File: src/rtl/io_bank_pkg.sv
/*
  Constants of the text/display processor I/O register bank: offsets,
  reset values, field positions and derived geometry figures.
  Assumes a 16-bit CPU address space and 8-bit data.
*/
package io_bank_pkg;

  // ---------------------------------------------------------------
  // Register offsets
  // ---------------------------------------------------------------
  localparam logic [15:0] OFS_SYSTEM_CONTROL     = 16'h0200;
  localparam logic [15:0] OFS_POWER_DOWN_CONTROL = 16'h0202;
  localparam logic [15:0] OFS_INTERFACE_SETUP    = 16'h0213;
  localparam logic [15:0] OFS_BLANK_PULSE_END    = 16'h0251;
  localparam logic [15:0] OFS_BLANK_PULSE_BEGIN  = 16'h0252;
  localparam logic [15:0] OFS_DISPLAY_SETUP_ONE  = 16'h0254;
  localparam logic [15:0] OFS_DISPLAY_SETUP_TWO  = 16'h0255;
  localparam logic [15:0] OFS_PIXEL_PRIORITY     = 16'h025a;
  localparam logic [15:0] OFS_FAST_BLANK_COLOR   = 16'h025b;

  // Boot source of the system control register
  localparam logic [15:0] BOOT_CTRL_ADDR = 16'hfff9;

  // ---------------------------------------------------------------
  // Reset values
  // ---------------------------------------------------------------
  localparam logic [7:0] RST_SYSTEM_CONTROL     = 8'h00;
  localparam logic [7:0] RST_POWER_DOWN_CONTROL = 8'h00;
  localparam logic [7:0] RST_INTERFACE_SETUP    = 8'h00;
  localparam logic [7:0] RST_BLANK_PULSE_END    = 8'h07;
  localparam logic [7:0] RST_BLANK_PULSE_BEGIN  = 8'h00;
  localparam logic [7:0] RST_DISPLAY_SETUP_ONE  = 8'h60;
  localparam logic [7:0] RST_DISPLAY_SETUP_TWO  = 8'h0d;
  localparam logic [7:0] RST_PIXEL_PRIORITY     = 8'h35;
  localparam logic [7:0] RST_FAST_BLANK_COLOR   = 8'h00;
  localparam logic [7:0] READ_FILL              = 8'h00;

  // ---------------------------------------------------------------
  // Field positions
  // ---------------------------------------------------------------
  localparam int CTL_CPU_OFF    = 7;
  localparam int CTL_PRAM_OFF   = 6;
  localparam int CTL_PROM_OFF   = 5;
  localparam int CTL_CROM_OFF   = 4;
  localparam int CTL_DMA_OFF    = 3;
  localparam int CTL_IOPAGE_OFF = 2;
  localparam int CTL_TEST_ON    = 1;
  localparam int CTL_BURNIN     = 0;
  localparam int PD_DIGITAL     = 2;
  localparam int PD_ANALOG      = 1;
  localparam int IF_STANDBY_EN  = 1;
  localparam int D1_FONT1_ONLY  = 7;
  localparam int D1_OSD_EN      = 6;
  localparam int D1_FLASH       = 5;
  localparam int D1_CELL13      = 4;
  localparam int D1_SCROLL_HI   = 3;
  localparam int D2_CODE_CHARSET = 7;
  localparam int D2_CLK_SLOW    = 3;
  localparam int D2_FPTR10      = 2;
  localparam int D2_FPTR16      = 1;
  localparam int D2_CELL10      = 0;
  localparam int PR_SHADOW_HI   = 5;
  localparam int PR_SHADOW_LO   = 3;
  localparam int PR_NORMAL_HI   = 2;
  localparam int FB_COLOR4      = 7;
  localparam int FB_COLOR3      = 6;
  localparam int FB_INVERT      = 4;
  localparam int FB_STATUS      = 0;
  localparam logic [7:0] FB_WRITE_MASK = 8'hd0;

  // ---------------------------------------------------------------
  // Geometry figures
  // ---------------------------------------------------------------
  localparam logic [7:0] FONT2_FIRST_CODE = 8'h20;
  localparam logic [3:0] CELL_LINES_8     = 4'h8;
  localparam logic [3:0] CELL_LINES_10    = 4'ha;
  localparam logic [3:0] CELL_LINES_13    = 4'hd;
  localparam logic [4:0] FPTR_LINES_8     = 5'h08;
  localparam logic [4:0] FPTR_LINES_10    = 5'h0a;
  localparam logic [4:0] FPTR_LINES_16    = 5'h10;

endpackage

File: src/rtl/boot_load_if.sv
/*
  Carrier between the boot loader and the register bank core.
  Assumes both ends on core_clk.
*/
`timescale 1ns/1ps

interface boot_load_if;
  logic       done;
  logic [7:0] data;

  modport loader (output done, output data);
  modport core   (input done, input data);
endinterface

File: src/rtl/level_sync.sv
/*
  Two-flop synchroniser for asynchronous level inputs.
  Assumes the input is a slow level; no pulse capture.
*/
`timescale 1ns/1ps

module level_sync #(
  parameter int W = 1
) (
  // Clock and reset
  input  wire logic         core_clk,
  input  wire logic         rst_n,
  // Levels
  input  wire logic [W-1:0] async_in,
  output wire logic [W-1:0] sync_out
);

  typedef struct packed {
    logic [W-1:0] first;
    logic [W-1:0] second;
  } sync_state_type;

  sync_state_type q;
  sync_state_type d;

  always_comb begin
    d.first  = async_in;
    d.second = q.first;
  end

  always_ff @(posedge core_clk) begin
    if (!rst_n) begin
      q <= '0;
    end else begin
      q <= d;
    end
  end

  assign sync_out = q.second;

endmodule

File: src/rtl/ctrl_boot_loader.sv
/*
  Fetches the boot byte of the system control register after reset.
  Assumes the memory answers a held read with a one-cycle valid pulse.
*/
`timescale 1ns/1ps

module ctrl_boot_loader (
  // Clock and reset
  input  wire logic        core_clk,
  input  wire logic        rst_n,
  // Memory read port
  output wire logic [15:0] mem_addr,
  output wire logic        mem_rd,
  input  wire logic [7:0]  mem_rdata,
  input  wire logic        mem_valid,
  // Result
  boot_load_if.loader      boot
);

  typedef enum logic [1:0] {
    LD_REQ  = 2'b00,
    LD_DONE = 2'b01
  } load_state_type;

  typedef struct packed {
    load_state_type st;
    logic [7:0]     data;
  } loader_type;

  loader_type q;
  loader_type d;

  always_comb begin
    d = q;
    case (q.st)
      LD_REQ: begin
        if (mem_valid) begin
          d.data = mem_rdata;
          d.st   = LD_DONE;
        end
      end
      LD_DONE: begin
        d.st = LD_DONE;
      end
      default: begin
        d.st = LD_REQ;
      end
    endcase
  end

  always_ff @(posedge core_clk) begin
    if (!rst_n) begin
      q.st   <= LD_REQ;
      q.data <= 8'h00;
    end else begin
      q <= d;
    end
  end

  assign mem_addr  = io_bank_pkg::BOOT_CTRL_ADDR;
  assign mem_rd    = (q.st == LD_REQ);
  assign boot.done = (q.st == LD_DONE);
  assign boot.data = q.data;

endmodule

File: src/rtl/text_processor_io_registers.sv
/*
  I/O register bank of the text/display processor: unit enables, test
  and standby control, blanking window, OSD geometry, priority codes and
  fast-blanking colour. Two access ports: the embedded CPU and the host
  path already decoded from the I2C CPU subaddresses.
  Assumes single core_clk domain; test_pin is asynchronous.
*/
`timescale 1ns/1ps

module text_processor_io_registers (
  // Clock and reset
  input  wire logic        core_clk,
  input  wire logic        rst_n,
  // Embedded CPU memory-mapped port
  input  wire logic [15:0] cpu_addr,
  input  wire logic        cpu_wr,
  input  wire logic        cpu_rd,
  input  wire logic [7:0]  cpu_wdata,
  output wire logic        cpu_ready,
  output wire logic        cpu_ack,
  output wire logic [7:0]  cpu_rdata,
  // Host port behind the I2C CPU subaddresses
  input  wire logic        host_valid,
  input  wire logic        host_write,
  input  wire logic [15:0] host_addr,
  input  wire logic [7:0]  host_wdata,
  output wire logic        host_ready,
  output wire logic        host_ack,
  output wire logic [7:0]  host_rdata,
  // Boot memory read
  output wire logic [15:0] mem_addr,
  output wire logic        mem_rd,
  input  wire logic [7:0]  mem_rdata,
  input  wire logic        mem_valid,
  // Pins and events
  input  wire logic        test_pin,
  input  wire logic        fast_blanking_event,
  input  wire logic [7:0]  osd_char_code,
  // Unit control
  output wire logic        init_done,
  output wire logic        cpu_disable,
  output wire logic        program_ram_disable,
  output wire logic        program_rom_disable,
  output wire logic        char_rom_disable,
  output wire logic        dma_disable,
  output wire logic        io_page_disable,
  output wire logic        test_mode,
  output wire logic        burnin_mode,
  output wire logic        power_down_digital,
  output wire logic        power_down_analog,
  output wire logic        standby_enable,
  // Display control
  output wire logic [7:0]  blank_end_chars,
  output wire logic [7:0]  blank_begin_chars,
  output wire logic        osd_use_font2,
  output wire logic        osd_enable,
  output wire logic        osd_flash_active,
  output wire logic [3:0]  osd_first_scanline,
  output wire logic        osd_code_selects_charset,
  output wire logic        display_clock_slow,
  output wire logic [3:0]  cell_height_lines,
  output wire logic [4:0]  font_pointer_lines,
  output wire logic [2:0]  shadow_priority,
  output wire logic [2:0]  normal_priority,
  output wire logic [1:0]  fast_blanking_color,
  output wire logic        fast_blanking_invert
);

  // ---------------------------------------------------------------
  // Submodules
  // ---------------------------------------------------------------
  boot_load_if boot ();

  logic test_pin_s;

  ctrl_boot_loader u_loader (
    .core_clk  (core_clk),
    .rst_n     (rst_n),
    .mem_addr  (mem_addr),
    .mem_rd    (mem_rd),
    .mem_rdata (mem_rdata),
    .mem_valid (mem_valid),
    .boot      (boot.loader)
  );

  level_sync #(.W(1)) u_test_sync (
    .core_clk (core_clk),
    .rst_n    (rst_n),
    .async_in (test_pin),
    .sync_out (test_pin_s)
  );

  // ---------------------------------------------------------------
  // State
  // ---------------------------------------------------------------
  typedef struct packed {
    logic [7:0] ctrl;
    logic [7:0] pdown;
    logic [7:0] iface;
    logic [7:0] bend;
    logic [7:0] bbegin;
    logic [7:0] disp1;
    logic [7:0] disp2;
    logic [7:0] prio;
    logic [7:0] fb;
    logic       loaded;
    logic [7:0] cpu_rdata;
    logic [7:0] host_rdata;
    logic       cpu_ack;
    logic       host_ack;
    logic       font2;
  } bank_type;

  bank_type q;
  bank_type d;

  // ---------------------------------------------------------------
  // Access arbitration: CPU first, host waits
  // ---------------------------------------------------------------
  logic        cpu_take;
  logic        host_take;
  logic        acc_take;
  logic        acc_wr;
  logic [15:0] acc_addr;
  logic [7:0]  acc_wdata;
  logic [7:0]  rd_value;
  logic        burnin_now;

  assign cpu_ready  = q.loaded;
  assign host_ready = q.loaded && !(cpu_wr || cpu_rd);
  assign cpu_take   = q.loaded && (cpu_wr || cpu_rd);
  assign host_take  = host_valid && host_ready;
  assign acc_take   = cpu_take || host_take;
  assign acc_wr     = cpu_take ? cpu_wr : host_write;
  assign acc_addr   = cpu_take ? cpu_addr : host_addr;
  assign acc_wdata  = cpu_take ? cpu_wdata : host_wdata;

  assign burnin_now = q.ctrl[io_bank_pkg::CTL_BURNIN] && test_pin_s;

  // Read data; write-only and unmapped offsets give zero
  always_comb begin
    rd_value = io_bank_pkg::READ_FILL;
    case (acc_addr)
      io_bank_pkg::OFS_SYSTEM_CONTROL: begin
        rd_value = {q.ctrl[7:1], burnin_now};
      end
      io_bank_pkg::OFS_FAST_BLANK_COLOR: begin
        rd_value = q.fb;
      end
      default: begin
        rd_value = io_bank_pkg::READ_FILL;
      end
    endcase
  end

  // ---------------------------------------------------------------
  // Next state
  // ---------------------------------------------------------------
  always_comb begin
    d          = q;
    d.cpu_ack  = cpu_take;
    d.host_ack = host_take;
    d.font2    = !q.disp1[io_bank_pkg::D1_FONT1_ONLY] &&
                 (osd_char_code >= io_bank_pkg::FONT2_FIRST_CODE);
    if (!q.loaded && boot.done) begin
      d.ctrl   = boot.data;
      d.loaded = 1'b1;
    end
    if (cpu_take && cpu_rd) begin
      d.cpu_rdata = rd_value;
    end
    if (host_take && !host_write) begin
      d.host_rdata = rd_value;
    end
    if (acc_take && !acc_wr && acc_addr == io_bank_pkg::OFS_FAST_BLANK_COLOR) begin
      d.fb[io_bank_pkg::FB_STATUS] = 1'b0;
    end
    if (acc_take && acc_wr) begin
      case (acc_addr)
        io_bank_pkg::OFS_SYSTEM_CONTROL: begin
          d.ctrl = acc_wdata;
        end
        io_bank_pkg::OFS_POWER_DOWN_CONTROL: begin
          d.pdown = acc_wdata;
        end
        io_bank_pkg::OFS_INTERFACE_SETUP: begin
          d.iface = acc_wdata;
        end
        io_bank_pkg::OFS_BLANK_PULSE_END: begin
          d.bend = acc_wdata;
        end
        io_bank_pkg::OFS_BLANK_PULSE_BEGIN: begin
          d.bbegin = acc_wdata;
        end
        io_bank_pkg::OFS_DISPLAY_SETUP_ONE: begin
          d.disp1 = acc_wdata;
        end
        io_bank_pkg::OFS_DISPLAY_SETUP_TWO: begin
          d.disp2 = acc_wdata;
        end
        io_bank_pkg::OFS_PIXEL_PRIORITY: begin
          d.prio = acc_wdata;
        end
        io_bank_pkg::OFS_FAST_BLANK_COLOR: begin
          d.fb = (acc_wdata & io_bank_pkg::FB_WRITE_MASK) |
                 (q.fb & ~io_bank_pkg::FB_WRITE_MASK);
        end
        default: begin
          d.ctrl = d.ctrl;
        end
      endcase
    end
    // Event beats a same-cycle read clear
    if (fast_blanking_event) begin
      d.fb[io_bank_pkg::FB_STATUS] = 1'b1;
    end
  end

  always_ff @(posedge core_clk) begin
    if (!rst_n) begin
      q.ctrl       <= io_bank_pkg::RST_SYSTEM_CONTROL;
      q.pdown      <= io_bank_pkg::RST_POWER_DOWN_CONTROL;
      q.iface      <= io_bank_pkg::RST_INTERFACE_SETUP;
      q.bend       <= io_bank_pkg::RST_BLANK_PULSE_END;
      q.bbegin     <= io_bank_pkg::RST_BLANK_PULSE_BEGIN;
      q.disp1      <= io_bank_pkg::RST_DISPLAY_SETUP_ONE;
      q.disp2      <= io_bank_pkg::RST_DISPLAY_SETUP_TWO;
      q.prio       <= io_bank_pkg::RST_PIXEL_PRIORITY;
      q.fb         <= io_bank_pkg::RST_FAST_BLANK_COLOR;
      q.loaded     <= 1'b0;
      q.cpu_rdata  <= 8'h00;
      q.host_rdata <= 8'h00;
      q.cpu_ack    <= 1'b0;
      q.host_ack   <= 1'b0;
      q.font2      <= 1'b0;
    end else begin
      q <= d;
    end
  end

  // ---------------------------------------------------------------
  // Outputs
  // ---------------------------------------------------------------
  assign cpu_ack    = q.cpu_ack;
  assign cpu_rdata  = q.cpu_rdata;
  assign host_ack   = q.host_ack;
  assign host_rdata = q.host_rdata;
  assign init_done  = q.loaded;

  assign cpu_disable         = q.ctrl[io_bank_pkg::CTL_CPU_OFF];
  assign program_ram_disable = q.ctrl[io_bank_pkg::CTL_PRAM_OFF];
  assign program_rom_disable = q.ctrl[io_bank_pkg::CTL_PROM_OFF];
  assign char_rom_disable    = q.ctrl[io_bank_pkg::CTL_CROM_OFF];
  assign dma_disable         = q.ctrl[io_bank_pkg::CTL_DMA_OFF];
  assign io_page_disable     = q.ctrl[io_bank_pkg::CTL_IOPAGE_OFF];
  assign test_mode           = q.ctrl[io_bank_pkg::CTL_TEST_ON];
  assign burnin_mode         = burnin_now;
  assign power_down_digital  = q.pdown[io_bank_pkg::PD_DIGITAL];
  assign power_down_analog   = q.pdown[io_bank_pkg::PD_ANALOG];
  assign standby_enable      = q.iface[io_bank_pkg::IF_STANDBY_EN] &&
                               q.pdown[io_bank_pkg::PD_DIGITAL];

  assign blank_end_chars     = q.bend;
  assign blank_begin_chars   = q.bbegin;
  assign osd_use_font2       = q.font2;
  assign osd_enable          = q.disp1[io_bank_pkg::D1_OSD_EN];
  assign osd_flash_active    = q.disp1[io_bank_pkg::D1_FLASH];
  assign osd_first_scanline  = q.disp1[io_bank_pkg::D1_SCROLL_HI:0];
  assign osd_code_selects_charset = q.disp2[io_bank_pkg::D2_CODE_CHARSET];
  assign display_clock_slow  = q.disp2[io_bank_pkg::D2_CLK_SLOW];

  // Cell height and font pointer step
  assign cell_height_lines =
    q.disp2[io_bank_pkg::D2_CELL10] ? io_bank_pkg::CELL_LINES_10 :
    q.disp1[io_bank_pkg::D1_CELL13] ? io_bank_pkg::CELL_LINES_13 :
                                      io_bank_pkg::CELL_LINES_8;
  assign font_pointer_lines =
    q.disp2[io_bank_pkg::D2_FPTR10] ? io_bank_pkg::FPTR_LINES_10 :
    q.disp2[io_bank_pkg::D2_FPTR16] ? io_bank_pkg::FPTR_LINES_16 :
                                      io_bank_pkg::FPTR_LINES_8;

  assign shadow_priority = q.prio[io_bank_pkg::PR_SHADOW_HI:io_bank_pkg::PR_SHADOW_LO];
  assign normal_priority = q.prio[io_bank_pkg::PR_NORMAL_HI:0];
  assign fast_blanking_color  = {q.fb[io_bank_pkg::FB_COLOR4],
                                 q.fb[io_bank_pkg::FB_COLOR3]};
  assign fast_blanking_invert = q.fb[io_bank_pkg::FB_INVERT];
endmodule

File: config.mk
export PLATFORM = sky130hd
export DESIGN_NAME = text_processor_io_registers
export DESIGN_NICKNAME = d
export VERILOG_FILES = /design/src/rtl/io_bank_pkg.sv /design/src/rtl/boot_load_if.sv /design/src/rtl/level_sync.sv /design/src/rtl/ctrl_boot_loader.sv /design/src/rtl/text_processor_io_registers.sv
export SDC_FILE = /design/constraint.sdc
export NUM_CORES = 1
export LEC_CHECK = 0
export BUFFER_PORTS_ARGS = -buffer_cell sky130_fd_sc_hd__buf_4
export CORE_MARGIN = 1.5
export CORE_UTILIZATION = 53
export DETAILED_ROUTE_END_ITERATION = 12
export MAX_ROUTING_LAYER = met4
export PLACE_DENSITY = 0.92
export SLEW_MARGIN = 20
export SYNTH_ARGS = -nofsm -noshare
export SYNTH_HDL_FRONTEND = slang
export SYNTH_HIERARCHICAL = 1
export SYNTH_SLANG_ARGS = --single-unit
File: constraint.sdc
create_clock -name core_clk -period 3.69 [get_ports core_clk]
set_input_delay 0.1845 -clock core_clk [delete_from_list [all_inputs] [get_ports core_clk]]
set_output_delay 0.1845 -clock core_clk [all_outputs]
set_load 0.05 [all_outputs]
==> metrics.cfg <==
[outcome]
run_status = complete, no violations

[cts]
post-cts-setup-buffers = 0
clk_pin_slew_ps = 90
cts.sink_count = 81
worstSkewPairLatency_ps = 350
cts-buffers-inserted = 9
clockBufferDepth = 2
cts_resized = 0
cts_root_buf = clkbuf_8
htree_num_levels = 3
cts_hold_buf = 0
cts_tree = built

[die]
pin_count = 165
die_w_um = 92.2
start_util_pct = 54.6
die_area_um2 = 8500
die_h_um = 92.2
core_um2 = 7730
rows = 32

[placement]
portBuffers = 140
dp_hpwl_mm = 8.11
dp.cells = 646
gp_congestion = 0.878

[power]
p_per_area_nw_per_um2 = 376
total_leakage_power_nw = 2.05
power_mw = 1.88
peakVddDrop_uv = 223

[yosys]
synth_cell_types = 46
synthArstFlopShare_pct = 0
synth_ff_type = dfxtp_1
ys_seq_area_share_pct = 38.4
synth_area_per_cell_um2 = 8.71
ys_ff_latch = 81
netlist_area_um2 = 4220
yosysWarnings = 6
synthCells = 484
synth_enable_flop_cells = 0

[timing]
setup_violations = 0
rsz0062_at_grt = no
finClkSkew_ps = 11.5
period_minus_slack_ps = 2630
slew_violations = 0
fin_tns_setup_ps = 0
fin_crit_sh_pct = 71.4
whs_ps = 39.7
slew_headroom_pct = 37.5
worst_pin_slew_ps = 938
finalHoldViolations = 0
timing.fmax_mhz = 380

[global_routing]
grt_overflow = 0
grt_pass1_vias = 3347
grt.total_usage_pct = 25.6
grt_max_degree = 78
antenna_found_initial = 0
grt_pass1_wl_mm = 16.5

[routing]
postRouteAntennaNets = 0
routed_wl_mm = 10.9
vias = 3635
route.detailed.drc = 0
drt_pre_antenna_iters = 4
wl_per_cell_um = 16.4
via_per_inst = 5.49
drtIter0Drc = 228

[layout]
diodes = 0
final_cells = 662
mostFrequentLayoutCells = buf_4 (141), dfxtp_1 (81), nand2_1 (66)
syn_to_final_growth_pct = 18.7
nets = 628
final_layout_size_suffix_gt1_share_pct = 30.9
final_common_cell = buf_4

[flow_run]
max-cap-violations = 0

[min_path]
min_from = test_pin
min_to = u_test_sync/d[0]
min_path_type = in -> reg
holdPathStages = 2

[setup_path]
start_kind = flip-flop
worstPathArrival_ps = 2840
r2r_start = cpu_ready
worstPathRequired_ps = 3890
rr_endpoint = cpu_disable
r2r_slack_ps = 1060
crit_fanout = 21
rr_worst_depth = 6
crit_type = reg -> reg
cp-startpoint = cpu_ready
critPathCaptureType = flip-flop

power breakdown:
| part | total [mW] | switching, mW | internal [mW] |
|---|---|---|---|
| clock network | 0.721 | 0.322 | 0.399 |
| registers | 0.901 | 0.0120 | 0.889 |
| logic | 0.262 | 0.168 | 0.0934 |
| total | 1.88 | 0.502 | 1.38 |
flip-flops by register name, summed over array words and instances (netlist names), 2 cells and up:
register,cells
u_loader/boot.data,8
fast_blanking_color,2
blank_begin_chars,8
cpu_rdata,8
q,8
blank_end_chars,8
shadow_priority,3
host_rdata,8
osd_first_scanline,4
normal_priority,3
worst max-delay path, cell delays in order, from the launching register on:
cell and delay, ps:
dfxtp_1 560, o21ai_1 120, buf_4 230, or4_4 570, a211o_1 510, nor2_1 360
o31ai_1 130
stage by stage:
stage          cell area [µm²]  util, %  setup slack [ps]
5_1_grt                   5010     64.8               953
4_1_cts                   5010     64.8              1090
3_3_place_gp              4790     61.9              1150
6_report                  5010     64.8              1060
3_5_place_dp              4790     61.9              1110
2_1_floorplan             4270        -               583
cells in the mapped netlist, types with 9 or more instances:
master / number / area [µm²]
mux2i_1: 47 / 470
o21ai_0: 22 / 110
dfxtp_1: 81 / 1620
nor2_1: 20 / 75.1
buf_4: 76 / 571
nor3_1: 16 / 80.1
nand2_1: 66 / 248
nand3_1: 11 / 55.1
mux2_2: 9 / 101
clkbuf_1: 12 / 45.0
a21oi_1: 30 / 150
area by class of cell:
class,count,area [µm²]
clock buffers,11,141
clock inverters,5,78.8
fillers,637,2720
inverters,4,15.0
multi-input cells,318,1960
flip-flops and latches,81,1620
well taps,102,128
repair buffers,141,1060
logic make-up after synthesis:
group,after synthesis,share of synthesized area [%]
other,4,0.356
DFF,81,38.4
AOI/OAI and AO/OA,80,11.6
and+or+nand+nor,163,19.8
buffers and inverters,100,16.3
muxes,56,13.6
worst max-delay path by stage:
stage | end | slack, ps
after detailed placement | cpu_disable | 1110
after floorplan | host_rdata[1] | 580
after global routing | char_rom_disable | 950
after CTS | cpu_disable | 1090
final | cpu_disable | 1060
after global placement | test_mode | 1150
routing by layer:
layer	part of all wire (%)	global-route usage [%]
met3	7.9	3.90
met4	1.6	10.5
met1	40	30.3
met5	0	-
met2	50	43.3
Note: power is estimated with default switching activity, not from simulation.
